<file path="config.mk">
export PLATFORM = sky130hd
export DESIGN_NAME = profiling_config_regs
export DESIGN_NICKNAME = d
export VERILOG_FILES = /design/src/verilog/profiling_pkg.sv /design/src/verilog/profiling_config_regs.sv
export SDC_FILE = /design/constraint.sdc
export NUM_CORES = 1
export LEC_CHECK = 0
export BUFFER_PORTS_ARGS = -buffer_cell sky130_fd_sc_hd__buf_4
export CAP_MARGIN = 20
export CORE_ASPECT_RATIO = 0.7
export CORE_MARGIN = 4
export CORE_UTILIZATION = 46
export CTS_CLUSTER_SIZE = 14
export DETAILED_ROUTE_END_ITERATION = 10
export HOLD_SLACK_MARGIN = 0.1
export PLACE_DENSITY = 0.88
export SYNTH_ARGS = -nofsm -noshare
export SYNTH_HDL_FRONTEND = slang
export SYNTH_SLANG_ARGS = --single-unit
</file>
<file path="constraint.sdc">
create_clock -name mclk -period 2 [get_ports mclk]
set_clock_uncertainty 0.15 [all_clocks]
set_input_delay 0.3 -clock mclk [delete_from_list [all_inputs] [get_ports mclk]]
set_output_delay 0.3 -clock mclk [all_outputs]
set_load 0.03 [all_outputs]
</file>
<file path="src/verilog/profiling_pkg.sv">
// package: register addresses, field layout, reset values and carriers of the profiling config bank
package profiling_pkg;

    // register addresses in the model-specific register space
    localparam logic [31:0] ADDR_CB        = 32'hC0000106;     // control-block address register
    localparam logic [31:0] ADDR_CFG       = 32'hC0000105;     // feature configuration register

    // field positions of the feature configuration register
    localparam int          CFG_CONTINUOUS_MODE_EN_BIT   = 29;
    localparam int          CFG_TSTAMP_BIT = 30;
    localparam int          CFG_INT_BIT    = 31;
    localparam int          CFG_CORE_LSB   = 32;
    localparam int          CFG_VEC_LSB    = 40;

    // writable bits: lower enables 6:1 plus 31:29 and 47:32
    localparam logic [63:0] CFG_WR_MASK    = 64'h0000_FFFF_E000_007E;

    // values after reset
    localparam logic [63:0] CFG_RESET      = 64'h0000_0000_0000_0000;
    localparam logic [63:0] CB_RESET       = 64'h0000_0000_0000_0000;

    // register access request
    typedef struct packed {
        logic        rd;      // read strobe
        logic        wr;      // write strobe
        logic [31:0] addr;    // register address
        logic [63:0] wdata;   // write data
    } msr_req_t;

    // register access answer
    typedef struct packed {
        logic        ack;     // access done
        logic        gp;      // protection fault
        logic [63:0] rdata;   // read data
    } msr_rsp_t;

    // fields handed to the record writer
    typedef struct packed {
        logic [7:0]  vector;       // interrupt vector
        logic [7:0]  core_ident;   // core identifier
        logic        thresh_int;   // threshold interrupt allowed
        logic        tstamp_en;    // store time stamp
        logic        continuous;   // continuous mode
    } cfg_fields_t;

endpackage

</file>
<file path="src/verilog/profiling_config_regs.sv">
// profiling_config_regs: feature configuration and control-block address registers
//
// Function
// bit 29 continuous mode, else synchronized
// bit 30 stores time stamp if available
// bit 31 gates threshold interrupt
// bits 39:32 core id into records
// bits 47:40 vector for threshold interrupt
// software loads vector when enabling interrupt
// control-block address register at C000_0106h
// address read has no side effects
// nonzero address write faults, value kept
// zero write stops profiling, drops state
// block accesses use linear address directly
// address resets to zero, profiling disabled
// configuration register resets to zero
// reserved configuration bits read zero
`timescale 1ns/1ns
module profiling_config_regs
(
    // clock and reset
    input  wire logic                       mclk,
    input  wire logic                       rst_n,
    // register access
    input  wire profiling_pkg::msr_req_t    req,
    output profiling_pkg::msr_rsp_t         rsp,
    // load from the block-load instruction path
    input  wire logic                       cb_load,
    input  wire logic [63:0]                cb_load_addr,
    // profiler side
    input  wire logic                       tstamp_present,
    input  wire logic                       thresh_hit,
    output profiling_pkg::cfg_fields_t      cfg_out,
    output logic                            profiler_on,
    output logic                            continuous_mode_en,
    output logic                            tstamp_store_en,
    output logic [63:0]                     cb_linear_addr,
    output logic                            state_discard,
    output logic                            thresh_irq,
    output logic [7:0]                      thresh_irq_vector
);

    ////////////////////////////////////////////////////////////////////////
    // decode
    logic        hit_cfg;      // access targets configuration
    logic        hit_cb;       // access targets block address
    logic [63:0] cfg;          // configuration register
    logic [63:0] cb_addr;      // block linear address
    logic        zero_write;   // stop request

    // full 32-bit compare, so neither register has an alias
    assign hit_cfg    = (req.addr == profiling_pkg::ADDR_CFG);
    // block address register sits at its fixed register address
    assign hit_cb     = (req.addr == profiling_pkg::ADDR_CB);
    // a zero write is the only register write the address accepts
    assign zero_write = req.wr && hit_cb && (req.wdata == 64'h0);

    ////////////////////////////////////////////////////////////////////////
    // configuration register
    always_ff @(posedge mclk or negedge rst_n)
    begin
        if (!rst_n)
            cfg <= profiling_pkg::CFG_RESET;
        // reserved bits masked on the way in, so reads show zero
        else if (req.wr && hit_cfg)
            cfg <= req.wdata & profiling_pkg::CFG_WR_MASK;
    end

    ////////////////////////////////////////////////////////////////////////
    // control-block address register
    always_ff @(posedge mclk or negedge rst_n)
    begin
        if (!rst_n)
            cb_addr <= profiling_pkg::CB_RESET;
        // zero write wins over a load in the same cycle
        else if (zero_write)
            cb_addr <= 64'h0;
        // load path hands over an address already made linear
        else if (cb_load)
            cb_addr <= cb_load_addr;
        // nonzero register writes leave the address alone
    end

    ////////////////////////////////////////////////////////////////////////
    // discard pulse: zero write drops internal state, no flush
    always_ff @(posedge mclk or negedge rst_n)
    begin
        if (!rst_n)
            state_discard <= 1'b0;
        else
            // one-cycle pulse, nothing is written back to memory
            state_discard <= zero_write;
    end

    ////////////////////////////////////////////////////////////////////////
    // register answer, registered
    always_ff @(posedge mclk or negedge rst_n)
    begin
        if (!rst_n)
        begin
            rsp <= '0;
        end
        else
        begin
            // every access is answered on the next edge, mapped or not
            rsp.ack   <= req.rd || req.wr;
            // only the block address register refuses a write
            rsp.gp    <= req.wr && hit_cb && (req.wdata != 64'h0);
            // reads only return data, nothing else happens
            if (req.rd && hit_cb)
                rsp.rdata <= cb_addr;
            else if (req.rd && hit_cfg)
                rsp.rdata <= cfg;
            else
                // writes and unmapped reads answer zero
                rsp.rdata <= 64'h0;
        end
    end

    ////////////////////////////////////////////////////////////////////////
    // profiler-facing fields
    // a nonzero block address means profiling runs
    assign profiler_on        = (cb_addr != 64'h0);
    assign cb_linear_addr     = cb_addr;
    assign continuous_mode_en = cfg[profiling_pkg::CFG_CONTINUOUS_MODE_EN_BIT];
    assign tstamp_store_en    = cfg[profiling_pkg::CFG_TSTAMP_BIT] && tstamp_present;
    // record-writer fields from the register, time stamp enable gated by tstamp_present
    assign cfg_out.continuous = cfg[profiling_pkg::CFG_CONTINUOUS_MODE_EN_BIT];
    assign cfg_out.tstamp_en  = tstamp_store_en;
    assign cfg_out.thresh_int = cfg[profiling_pkg::CFG_INT_BIT];
    assign cfg_out.core_ident = cfg[profiling_pkg::CFG_CORE_LSB +: 8];
    assign cfg_out.vector     = cfg[profiling_pkg::CFG_VEC_LSB +: 8];

    ////////////////////////////////////////////////////////////////////////
    // threshold interrupt, one-cycle pulse with registered vector
    always_ff @(posedge mclk or negedge rst_n)
    begin
        if (!rst_n)
        begin
            thresh_irq        <= 1'b0;
            thresh_irq_vector <= 8'h00;
        end
        else
        begin
            // no interrupt while profiling is off or the enable is clear
            thresh_irq        <= thresh_hit && profiler_on && cfg[profiling_pkg::CFG_INT_BIT];
            // vector tracks the field, so it is valid with the pulse
            thresh_irq_vector <= cfg[profiling_pkg::CFG_VEC_LSB +: 8];
        end
    end

    ////////////////////////////////////////////////////////////////////////
    // checks
    // all properties sample on the core clock and sleep during reset

    // interrupt gating and vector
    chk_irq_gated: assert property (@(posedge mclk) disable iff (!rst_n)
        thresh_irq |-> $past(cfg[profiling_pkg::CFG_INT_BIT]) && $past(thresh_hit))
        else $error("threshold interrupt without enable");
    chk_irq_vector: assert property (@(posedge mclk) disable iff (!rst_n)
        thresh_irq |-> thresh_irq_vector == $past(cfg[profiling_pkg::CFG_VEC_LSB +: 8]))
        else $error("wrong interrupt vector");
    chk_irq_on: assert property (@(posedge mclk) disable iff (!rst_n)
        thresh_irq |-> $past(profiler_on))
        else $error("threshold interrupt while profiling off");
    chk_thresh_off: assert property (@(posedge mclk) disable iff (!rst_n)
        !cfg[profiling_pkg::CFG_INT_BIT] |=> !thresh_irq)
        else $error("threshold interrupt with enable clear");

    // block address register: refused writes, zero writes, clean reads
    chk_nz_fault: assert property (@(posedge mclk) disable iff (!rst_n)
        (req.wr && hit_cb && req.wdata != 64'h0 && !cb_load) |=> rsp.gp && $stable(cb_addr))
        else $error("nonzero write not faulted");
    chk_gp_scope: assert property (@(posedge mclk) disable iff (!rst_n)
        (!req.wr || !hit_cb) |=> !rsp.gp)
        else $error("fault outside block address write");
    chk_cb_hold: assert property (@(posedge mclk) disable iff (!rst_n)
        (!cb_load && !zero_write) |=> $stable(cb_addr))
        else $error("block address changed without cause");
    chk_zero_stop: assert property (@(posedge mclk) disable iff (!rst_n)
        zero_write |=> !profiler_on && state_discard)
        else $error("zero write did not stop profiling");
    chk_discard_cause: assert property (@(posedge mclk) disable iff (!rst_n)
        state_discard |-> $past(zero_write))
        else $error("discard without zero write");
    chk_read_clean: assert property (@(posedge mclk) disable iff (!rst_n)
        (req.rd && !req.wr && !cb_load) |=> $stable(cb_addr) && !state_discard && rsp.ack)
        else $error("read had side effect");
    chk_cb_read: assert property (@(posedge mclk) disable iff (!rst_n)
        (req.rd && hit_cb) |=> rsp.rdata == $past(cb_addr))
        else $error("block address read wrong");
    chk_access_ack: assert property (@(posedge mclk) disable iff (!rst_n)
        (req.rd || req.wr) |=> rsp.ack)
        else $error("access not answered");

    // configuration register fields
    chk_cfg_read: assert property (@(posedge mclk) disable iff (!rst_n)
        (req.rd && hit_cfg) |=> rsp.rdata == $past(cfg))
        else $error("configuration read wrong");
    chk_reserved_zero: assert property (@(posedge mclk) disable iff (!rst_n)
        (cfg & ~profiling_pkg::CFG_WR_MASK) == 64'h0)
        else $error("reserved bits set");
    chk_core_field: assert property (@(posedge mclk) disable iff (!rst_n)
        (req.wr && hit_cfg) |=> cfg_out.core_ident == $past(req.wdata[profiling_pkg::CFG_CORE_LSB +: 8]))
        else $error("core id not taken");
    chk_continuous_mode_en_mode: assert property (@(posedge mclk) disable iff (!rst_n)
        (req.wr && hit_cfg) |=> continuous_mode_en == $past(req.wdata[profiling_pkg::CFG_CONTINUOUS_MODE_EN_BIT]))
        else $error("continuous bit wrong");
    chk_tstamp: assert property (@(posedge mclk) disable iff (!rst_n)
        tstamp_store_en |-> tstamp_present && cfg[profiling_pkg::CFG_TSTAMP_BIT])
        else $error("time stamp without source");

    // linear address load path
    chk_load_path: assert property (@(posedge mclk) disable iff (!rst_n)
        (cb_load && !zero_write) |=> cb_linear_addr == $past(cb_load_addr))
        else $error("linear address not loaded");

    // main scenarios: interrupt, refused write, stop, load, time stamp
    cov_irq:   cover property (@(posedge mclk) disable iff (!rst_n) thresh_irq);
    cov_fault: cover property (@(posedge mclk) disable iff (!rst_n) rsp.gp);
    cov_stop:  cover property (@(posedge mclk) disable iff (!rst_n) profiler_on ##1 zero_write);
    cov_load:  cover property (@(posedge mclk) disable iff (!rst_n) cb_load ##1 profiler_on);
    cov_tstamp: cover property (@(posedge mclk) disable iff (!rst_n) tstamp_store_en);

endmodule

</file>
==> results of run 1 <==
[per-stage QoR]
stage | setup slack, ns | TNS [ns]
floorplan | -0.105 | -2.10
global placement | -0.262 | -16.61
detailed placement | -0.354 | -30.36
CTS | -0.573 | -0.573
global route | -0.626 | -0.680
finish | -0.537 | -0.537
[cell families (layout without fill, tap and decap cells)]
kind of cell | after synthesis | count (layout) | share of synthesized area (%)
DFF | 165 | 165 | 60.4
buffers and inverters | 60 | 549 | 5.01
and+or+nand+nor | 129 | 129 | 12.1
AOI/OAI and AO/OA | 89 | 89 | 7.89
muxes | 89 | 89 | 14.6
other | 0 | 1 | 0
[worst paths after layout]
path                                        end  cells after the start
min in group asynchronous               rsp[25]                      2
setup reg to reg                     thresh_irq                      4
max in group asynchronous     cb_linear_addr[8]                      3
hold / removal               cb_linear_addr[27]                      3
setup / recovery                    profiler_on                      4
hold reg to reg            thresh_irq_vector[0]                      0
[area by class of cell]
cell class / count / area [um2]
Clock buffer: 18 / 439
Fill cell: 763 / 2520
Antenna cell: 1 / 2.50
Clock inverter: 14 / 174
Multi-Input combinational cell: 307 / 2490
Sequential cell: 165 / 4130
Timing Repair Buffer: 515 / 4230
Inverter: 2 / 7.51
Tap cell: 190 / 238
[cells in the mapped netlist]
master,n
a21oi_1,64
and2_1,42
and3_1,1
buf_1,8
buf_12,2
buf_2,5
buf_4,19
buf_6,1
clkbuf_1,23
dfrtp_1,165
inv_1,2
mux2_2,5
mux2_4,20
mux2i_1,64
nand2_1,2
nand2b_1,1
nand3_1,25
nand4_1,11
nor2b_1,2
nor4_1,34
nor4_2,6
nor4b_2,2
o2bb2ai_1,25
or2_2,1
or4_1,1
or4b_1,1
[where the power goes]
part,total (mW),switching (mW),internal (mW)
registers,3.58,0.113,3.47
logic,1.62,0.821,0.803
clock network,3.42,1.40,2.01
total,8.62,2.34,6.29
[worst max-delay path, cell delays in order (launching register included)]
cell	delay [ns]
dfrtp_1	0.41
nor4_1	0.40
nand4_1	0.14
or4_4	0.58
buf_6	0.16
[per-layer routing]
layer	part of all wire [%]	GRT usage, %	up-vias
li1	-	-	2876
met1	38	38.7	3289
met2	51	56.5	335
met3	7.3	8.82	88
met4	4.3	14.9	0
met5	0	0	-
[registers in the layout (all words and copies together), names as in the netlist]
name               cells
state_discard          1
thresh_irq             1
thresh_irq_vector      8
cb_linear_addr        64
rsp                   66
cfg                   25
[what timing repair did]
item | in CTS | in global routing
hold endpoints to repair | 255 | 0
setup endpoints to repair | 2 | 2
setup buffers | 0 | 2
pin swaps | 3 | 3
hold buffers | 92 | 0
resized for setup | 8 | 4
==> impl_metrics.prom, run 1 <==
# TYPE chip_impl_metric gauge
chip_impl_metric{name="synth_seq_cells",unit=""} 165
chip_impl_metric{name="synth-seq-area-share",unit="%"} 60.4
chip_impl_metric{name="gp_congestion",unit=""} 0.858
chip_impl_metric{name="postSynthAreaPerCell",unit="um2"} 12.9
chip_impl_metric{name="synthesis_to_layout_area_growth",unit="%"} 71.3
chip_impl_metric{name="layout.cell_area.non_filler",unit="um2"} 11700
chip_impl_metric{name="grt_start_max_net_pins",unit=""} 49
chip_impl_metric{name="post_route_cells_drive_above_1_share",unit="%"} 49.0
chip_impl_metric{name="r2r_slack",unit="ns"} 0.02
chip_impl_metric{name="die-height",unit="um"} 110
chip_impl_metric{name="syn-num-nets",unit=""} 699
chip_impl_metric{name="final-max-slew-violation-count",unit=""} 0
chip_impl_metric{name="clock_latency_of_the_later_clocked_register_in_the_worst_skew_pair",unit="ns"} 0.41
chip_impl_metric{name="ctsLongestPathBuffers",unit=""} 2
chip_impl_metric{name="globalRouteTotalUtil",unit="%"} 32.6
chip_impl_metric{name="floorplan.die_area",unit="um2"} 16900
chip_impl_metric{name="final-hold-violation-count",unit=""} 0
chip_impl_metric{name="grt_first_pass_wirelength",unit="mm"} 42.0
chip_impl_metric{name="netlist_instances",unit=""} 532
chip_impl_info{name="tritoncts",value="built"} 1
chip_impl_info{name="crit_path_start",value="cb_linear_addr[15]"} 1
chip_impl_metric{name="via_count_of_the_first_global_routing_pass",unit=""} 7158
chip_impl_metric{name="slew-limit-headroom",unit="%"} 68.1
chip_impl_metric{name="drt-wirelength-per-cell",unit="um"} 23.1
chip_impl_metric{name="max_slew.worst_pin.slew",unit="ns"} 0.478
chip_impl_metric{name="cts_inserted_buffers",unit=""} 17
chip_impl_metric{name="critical_path_required",unit="ns"} 1.55
chip_impl_metric{name="numClockSinks",unit=""} 165
chip_impl_metric{name="fmaxAchievable",unit="MHz"} 394
chip_impl_metric{name="ys_types",unit=""} 26
chip_impl_metric{name="final.min_clock_period",unit="ns"} 2.54
chip_impl_info{name="layout.cells.most_common_list",value="buf_4, dfrtp_1, dlygate4sd3_1"} 1
chip_impl_metric{name="grt_overflow_total",unit=""} 0
chip_impl_metric{name="p_total",unit="mW"} 8.62
chip_impl_metric{name="setup_ws",unit="ns"} -0.537
chip_impl_metric{name="std_cell_rows",unit=""} 36
chip_impl_metric{name="layout_worst_path_cycle_share",unit="%"} 127
chip_impl_metric{name="htreeDepth",unit=""} 4
chip_impl_metric{name="initial_utilization",unit="%"} 48.0
chip_impl_metric{name="synth.yosys.warnings",unit=""} 0
chip_impl_info{name="kind_of_launch_point_of_the_worst_setup_path",value="register"} 1
chip_impl_metric{name="die_w",unit="um"} 154
chip_impl_metric{name="ioPinCount",unit=""} 329
chip_impl_info{name="setup.worst_path.class",value="register to primary output"} 1
chip_impl_metric{name="setup_viol",unit=""} 1
chip_impl_metric{name="worst-path-max-fanout",unit=""} 2
chip_impl_metric{name="drt_pass1_iterations",unit=""} 4
chip_impl_info{name="status",value="finished with violations"} 1
chip_impl_info{name="synth_area_leaders",value="dfrtp_1, mux2i_1, a21oi_1, mux2_4, and2_1"} 1
chip_impl_info{name="violations",value="negative setup slack"} 1
chip_impl_info{name="min_path_type",value="primary input to register"} 1
chip_impl_metric{name="hpwl",unit="mm"} 18.7
chip_impl_metric{name="ant_nets",unit=""} 0
chip_impl_metric{name="yosys.area.top_type_share",unit="%"} 60.4
chip_impl_metric{name="mappedNetlistArea",unit="um2"} 6840
chip_impl_metric{name="routed_wirelength",unit="mm"} 28.0
chip_impl_metric{name="post-route-util",unit="%"} 82.3
chip_impl_metric{name="core_outline_area",unit="um2"} 14200
chip_impl_info{name="worst_setup_path_end_kind",value="primary output"} 1
chip_impl_metric{name="maxCapViolations",unit=""} 0
chip_impl_metric{name="vias_post_dr",unit=""} 6588
chip_impl_info{name="worst_hold_startpoint",value="cb_load_addr[27]"} 1
chip_impl_metric{name="numPortBuffers",unit=""} 328
chip_impl_metric{name="post-place-cells",unit=""} 1085
chip_impl_metric{name="worst-endpoint-arrival",unit="ns"} 2.09
chip_impl_metric{name="number_of_antenna_violations_at_the_first_check_in_global_routing",unit=""} 1
chip_impl_info{name="clockRootBuffer",value="clkbuf_16"} 1
chip_impl_metric{name="hold_slack",unit="ns"} 0.141
chip_impl_metric{name="cellPowerDensity",unit="nW/um2"} 736
chip_impl_metric{name="clk_pin_slew_worst_paths",unit="ns"} 0.07
chip_impl_info{name="reg2reg_from",value="cb_linear_addr[15]"} 1
chip_impl_info{name="final_common_cell",value="buf_4"} 1
chip_impl_metric{name="drcViolationCount",unit=""} 0
chip_impl_metric{name="drt-vias-per-instance",unit=""} 5.44
chip_impl_info{name="synth.largest_area_cell",value="dfrtp_1"} 1
chip_impl_info{name="unrepaired_setup_endpoints_after_global_routing",value="true"} 1
chip_impl_metric{name="power.static_leakage",unit="nW"} 5.91
chip_impl_metric{name="iteration_0_drc_markers",unit=""} 480
chip_impl_metric{name="post_layout_nonfiller_instances",unit=""} 1212
chip_impl_metric{name="vdd_ir_drop_max",unit="mV"} 0.535
chip_impl_metric{name="finalNetCount",unit=""} 1175
chip_impl_metric{name="detailed_place.area",unit="um2"} 10100
Power figures use the tool's default switching activity.
==> run 2: changes to the inputs <==
--- a/config.mk
+++ b/config.mk
@@ -5,15 +5,17 @@
 export SDC_FILE = /design/constraint.sdc
 export NUM_CORES = 1
 export LEC_CHECK = 0
+export ABC_AREA = 1
 export BUFFER_PORTS_ARGS = -buffer_cell sky130_fd_sc_hd__buf_4
 export CAP_MARGIN = 20
 export CORE_ASPECT_RATIO = 0.7
 export CORE_MARGIN = 4
-export CORE_UTILIZATION = 46
+export CORE_UTILIZATION = 47
 export CTS_CLUSTER_SIZE = 14
 export DETAILED_ROUTE_END_ITERATION = 10
 export HOLD_SLACK_MARGIN = 0.1
-export PLACE_DENSITY = 0.88
+export PLACE_DENSITY = 0.89
 export SYNTH_ARGS = -nofsm -noshare
 export SYNTH_HDL_FRONTEND = slang
 export SYNTH_SLANG_ARGS = --single-unit
+export TNS_END_PERCENT = 1
==> run 2 against run 1 <==
The run still ends with negative setup slack left. Sequential share of layout area grew 0.29 points. Clock power decreased by 6%. Global-route usage decreased by 1.1 points. Critical path depth is 3 higher. Combinational power down 6%. Sequential power hardly changed. Via count increased by 15%. Worst setup slack improved by 0.41 ns. Total power down 3.2%. Non-clock buffer count fell by 36. Critical path type unchanged.
==> impl_metrics.prom, run 2 <==
# TYPE chip_impl_metric gauge
chip_impl_info{name="unrepaired_setup_endpoints_after_global_routing",value="true"} 1
chip_impl_metric{name="grt_first_pass_wirelength",unit="mm"} 42.6
chip_impl_metric{name="postSynthAreaPerCell",unit="um2"} 8.88
chip_impl_metric{name="syn-num-nets",unit=""} 961
chip_impl_metric{name="core_outline_area",unit="um2"} 14700
chip_impl_metric{name="grt_start_max_net_pins",unit=""} 53
chip_impl_info{name="timing.hold.worst_endpoint",value="cb_linear_addr[0]"} 1
chip_impl_metric{name="finalNetCount",unit=""} 1398
chip_impl_metric{name="fmaxAchievable",unit="MHz"} 470
chip_impl_metric{name="r2r_cell_count",unit=""} 6
chip_impl_info{name="status",value="finished with violations"} 1
chip_impl_metric{name="number_of_antenna_violations_at_the_first_check_in_global_routing",unit=""} 0
chip_impl_metric{name="worst-path-max-fanout",unit=""} 3
chip_impl_metric{name="clock_latency_of_the_later_clocked_register_in_the_worst_skew_pair",unit="ns"} 0.42
chip_impl_metric{name="synth_async_sr_flop_share",unit="%"} 100
chip_impl_metric{name="drt-vias-per-instance",unit=""} 5.28
chip_impl_metric{name="r2r_slack",unit="ns"} 0.59
chip_impl_metric{name="ioPinCount",unit=""} 329
chip_impl_metric{name="number_of_enable_type_register_cells_in_the_synthesized_netlist",unit=""} 0
chip_impl_metric{name="drt-wirelength-per-cell",unit="um"} 19.6
chip_impl_metric{name="cellPowerDensity",unit="nW/um2"} 716
chip_impl_info{name="synthFlopType",value="dfrtp_1"} 1
chip_impl_metric{name="cts_inserted_buffers",unit=""} 17
chip_impl_metric{name="final.min_clock_period",unit="ns"} 2.13
chip_impl_metric{name="mappedNetlistArea",unit="um2"} 7050
chip_impl_metric{name="numClockSinks",unit=""} 165
chip_impl_metric{name="yosys.area.top_type_share",unit="%"} 58.6
chip_impl_metric{name="die_w",unit="um"} 154
chip_impl_info{name="min_path_type",value="primary input to register"} 1
chip_impl_metric{name="maxCapViolations",unit=""} 0
chip_impl_info{name="largest-register",value="rsp"} 1
chip_impl_metric{name="detailed_place.area",unit="um2"} 9690
chip_impl_metric{name="drcViolationCount",unit=""} 0
chip_impl_info{name="layout.cells.most_common_list",value="buf_4, nor2_1, dfrtp_1"} 1
chip_impl_metric{name="slew-limit-headroom",unit="%"} 68.2
chip_impl_metric{name="antenna-diode-count",unit=""} 0
chip_impl_info{name="netlist_top_cells_count",value="nor2_1, dfrtp_1, nand2_1"} 1
chip_impl_metric{name="globalRouteTotalUtil",unit="%"} 31.5
chip_impl_metric{name="routed_wirelength",unit="mm"} 28.1
chip_impl_metric{name="clk_pin_slew_worst_paths",unit="ns"} 0.07
chip_impl_metric{name="ant_nets",unit=""} 0
chip_impl_info{name="clockRootBuffer",value="clkbuf_16"} 1
chip_impl_metric{name="setup_viol",unit=""} 2
chip_impl_metric{name="worst-endpoint-arrival",unit="ns"} 1.68
chip_impl_info{name="tritoncts",value="built"} 1
chip_impl_info{name="final_common_cell",value="buf_4"} 1
chip_impl_metric{name="synthesis_to_layout_area_growth",unit="%"} 65.2
chip_impl_info{name="crit_path_start",value="cb_linear_addr[20]"} 1
chip_impl_metric{name="floorplan.die_area",unit="um2"} 17100
chip_impl_metric{name="timing.hold.worst_path_depth",unit=""} 3
chip_impl_info{name="reg2reg_from",value="cb_linear_addr[20]"} 1
chip_impl_metric{name="totalNegativeSetupSlack",unit="ns"} -0.144
chip_impl_info{name="yosys.cell_count.top_type",value="nor2_1"} 1
chip_impl_metric{name="initial_utilization",unit="%"} 48.1
chip_impl_info{name="violations",value="negative setup slack"} 1
chip_impl_info{name="synth_area_leaders",value="dfrtp_1, nor2_1, nand2_1, nand3_1, mux2i_1"} 1
chip_impl_metric{name="hpwl",unit="mm"} 17.1
chip_impl_metric{name="ys_types",unit=""} 19
chip_impl_metric{name="numPortBuffers",unit=""} 328
chip_impl_info{name="synth.largest_area_cell",value="dfrtp_1"} 1
chip_impl_metric{name="drt_pass1_iterations",unit=""} 5
chip_impl_metric{name="iteration_0_drc_markers",unit=""} 614
chip_impl_metric{name="layout_worst_path_cycle_share",unit="%"} 106
chip_impl_metric{name="gp_congestion",unit=""} 0.900
chip_impl_metric{name="ctsLongestPathBuffers",unit=""} 2
chip_impl_metric{name="via_count_of_the_first_global_routing_pass",unit=""} 7854
chip_impl_metric{name="synth-seq-area-share",unit="%"} 58.6
chip_impl_metric{name="synth_seq_cells",unit=""} 165
chip_impl_metric{name="vias_post_dr",unit=""} 7596
chip_impl_metric{name="critical_path_required",unit="ns"} 1.55
chip_impl_metric{name="layout.cell_area.non_filler",unit="um2"} 11600
chip_impl_metric{name="std_cell_rows",unit=""} 37
chip_impl_info{name="setup.worst_path.class",value="register to primary output"} 1
chip_impl_metric{name="synth.yosys.warnings",unit=""} 0
chip_impl_metric{name="grt_overflow_total",unit=""} 0
chip_impl_metric{name="htreeDepth",unit=""} 4
chip_impl_metric{name="vdd_ir_drop_max",unit="mV"} 0.484
chip_impl_metric{name="post_route_cells_drive_above_1_share",unit="%"} 38.3
chip_impl_metric{name="setup_ws",unit="ns"} -0.129
chip_impl_metric{name="final-hold-violation-count",unit=""} 0
chip_impl_info{name="worst_setup_path_end_kind",value="primary output"} 1
chip_impl_metric{name="power.static_leakage",unit="nW"} 6.14
chip_impl_metric{name="netlist_instances",unit=""} 794
chip_impl_metric{name="largest_register_ffs",unit=""} 66
chip_impl_info{name="worst_r2r_endpoint",value="thresh_irq"} 1
chip_impl_metric{name="die-height",unit="um"} 110
chip_impl_metric{name="final-max-slew-violation-count",unit=""} 0
chip_impl_info{name="kind_of_launch_point_of_the_worst_setup_path",value="register"} 1
chip_impl_metric{name="max_slew.worst_pin.slew",unit="ns"} 0.477
chip_impl_info{name="worst_hold_startpoint",value="cb_load"} 1
## run 2: changes by cell type after synthesis, moves of 8 or more
| cell | change |
|---|---|
| nor2_1 | +215 |
| nand2_1 | +122 |
| nand3_1 | +57 |
| inv_1 | +55 |
| and2_1 | -40 |
| mux2i_1 | -39 |
| nor4_1 | -34 |
| o2bb2ai_1 | -25 |
| a21oi_1 | -23 |
| mux2_4 | -20 |
| buf_2 | +10 |
| nor2_4 | +10 |
| clkbuf_1 | -8 |
## run 2: how the worst max path moves through the flow
stage / end / cells past startpoint
after floorplan: profiler_on / 6
after global placement: cb_linear_addr[30] / 10
after detailed placement: cb_linear_addr[33] / 10
after CTS: profiler_on / 7
after global routing: profiler_on / 7
final: profiler_on / 7
## run 2: through the flow
| step | utilization [%] | std cells | hold slack, ns | power, mW | setup WS (ns) |
|---|---|---|---|---|---|
| 2_1_floorplan | - | 794 | -0.146 | 4.17 | 0.364 |
| 5_1_grt | 79.4 | 1439 | 0.209 | 8.62 | -0.244 |
| 3_3_place_gp | 66.0 | 1276 | 0.0681 | 4.83 | 0.153 |
| 6_report | 79.4 | 1439 | 0.207 | 8.34 | -0.129 |
| 4_1_cts | 78.0 | 1428 | 0.186 | 8.26 | -0.0813 |
| 3_5_place_dp | 66.0 | 1276 | 0.0700 | 4.86 | 0.0853 |
## run 2: where the power goes
part	internal [mW]	switching (mW)	total (mW)
registers	3.46	0.117	3.58
logic	0.701	0.833	1.53
clock network	1.76	1.47	3.23
total	5.93	2.42	8.34
## run 2: area by class of cell
cell class	count	area (um2)
Timing Repair Buffer	479	4030
Sequential cell	165	4140
Tap cell	195	244
Inverter	57	214
Clock buffer	18	429
Multi-Input combinational cell	511	2440
Clock inverter	14	143
Fill cell	836	3030
## run 2: worst max-delay path: stages, from the launching register on
cell and delay [ns]:
dfrtp_1 0.43, inv_2 0.10, nand4_1 0.11, nor2_1 0.14, nand2_1 0.10, nor2_2 0.15, nand2_2 0.07, buf_6 0.14
## run 2: repair_timing
item | in CTS | in global routing
pin swaps | 6 | 15
gates cloned | 0 | 1
hold buffers | 103 | 0
hold endpoints to repair | 255 | 0
buffers inserted | 17 | 10
gates resized for setup | 20 | 44
setup endpoints to repair | 1 | 77
## run 2: metal layers
metal	share of wire, %	track usage [%]
met1	36	38.1
met2	50	53.9
met3	10	8.38
met4	3.8	12.0
met5	0	0
## run 2: cells by family (layout without fill, tap and decap cells)
logic type | Yosys count | after routing | share of synthesized area [%]
AND/OR/NAND/NOR | 445 | 445 | 26.8
AO/OA/AOI/OAI | 41 | 41 | 2.91
multiplexers | 25 | 25 | 3.55
buffers and inverters | 118 | 568 | 8.21
flip-flops | 165 | 165 | 58.6
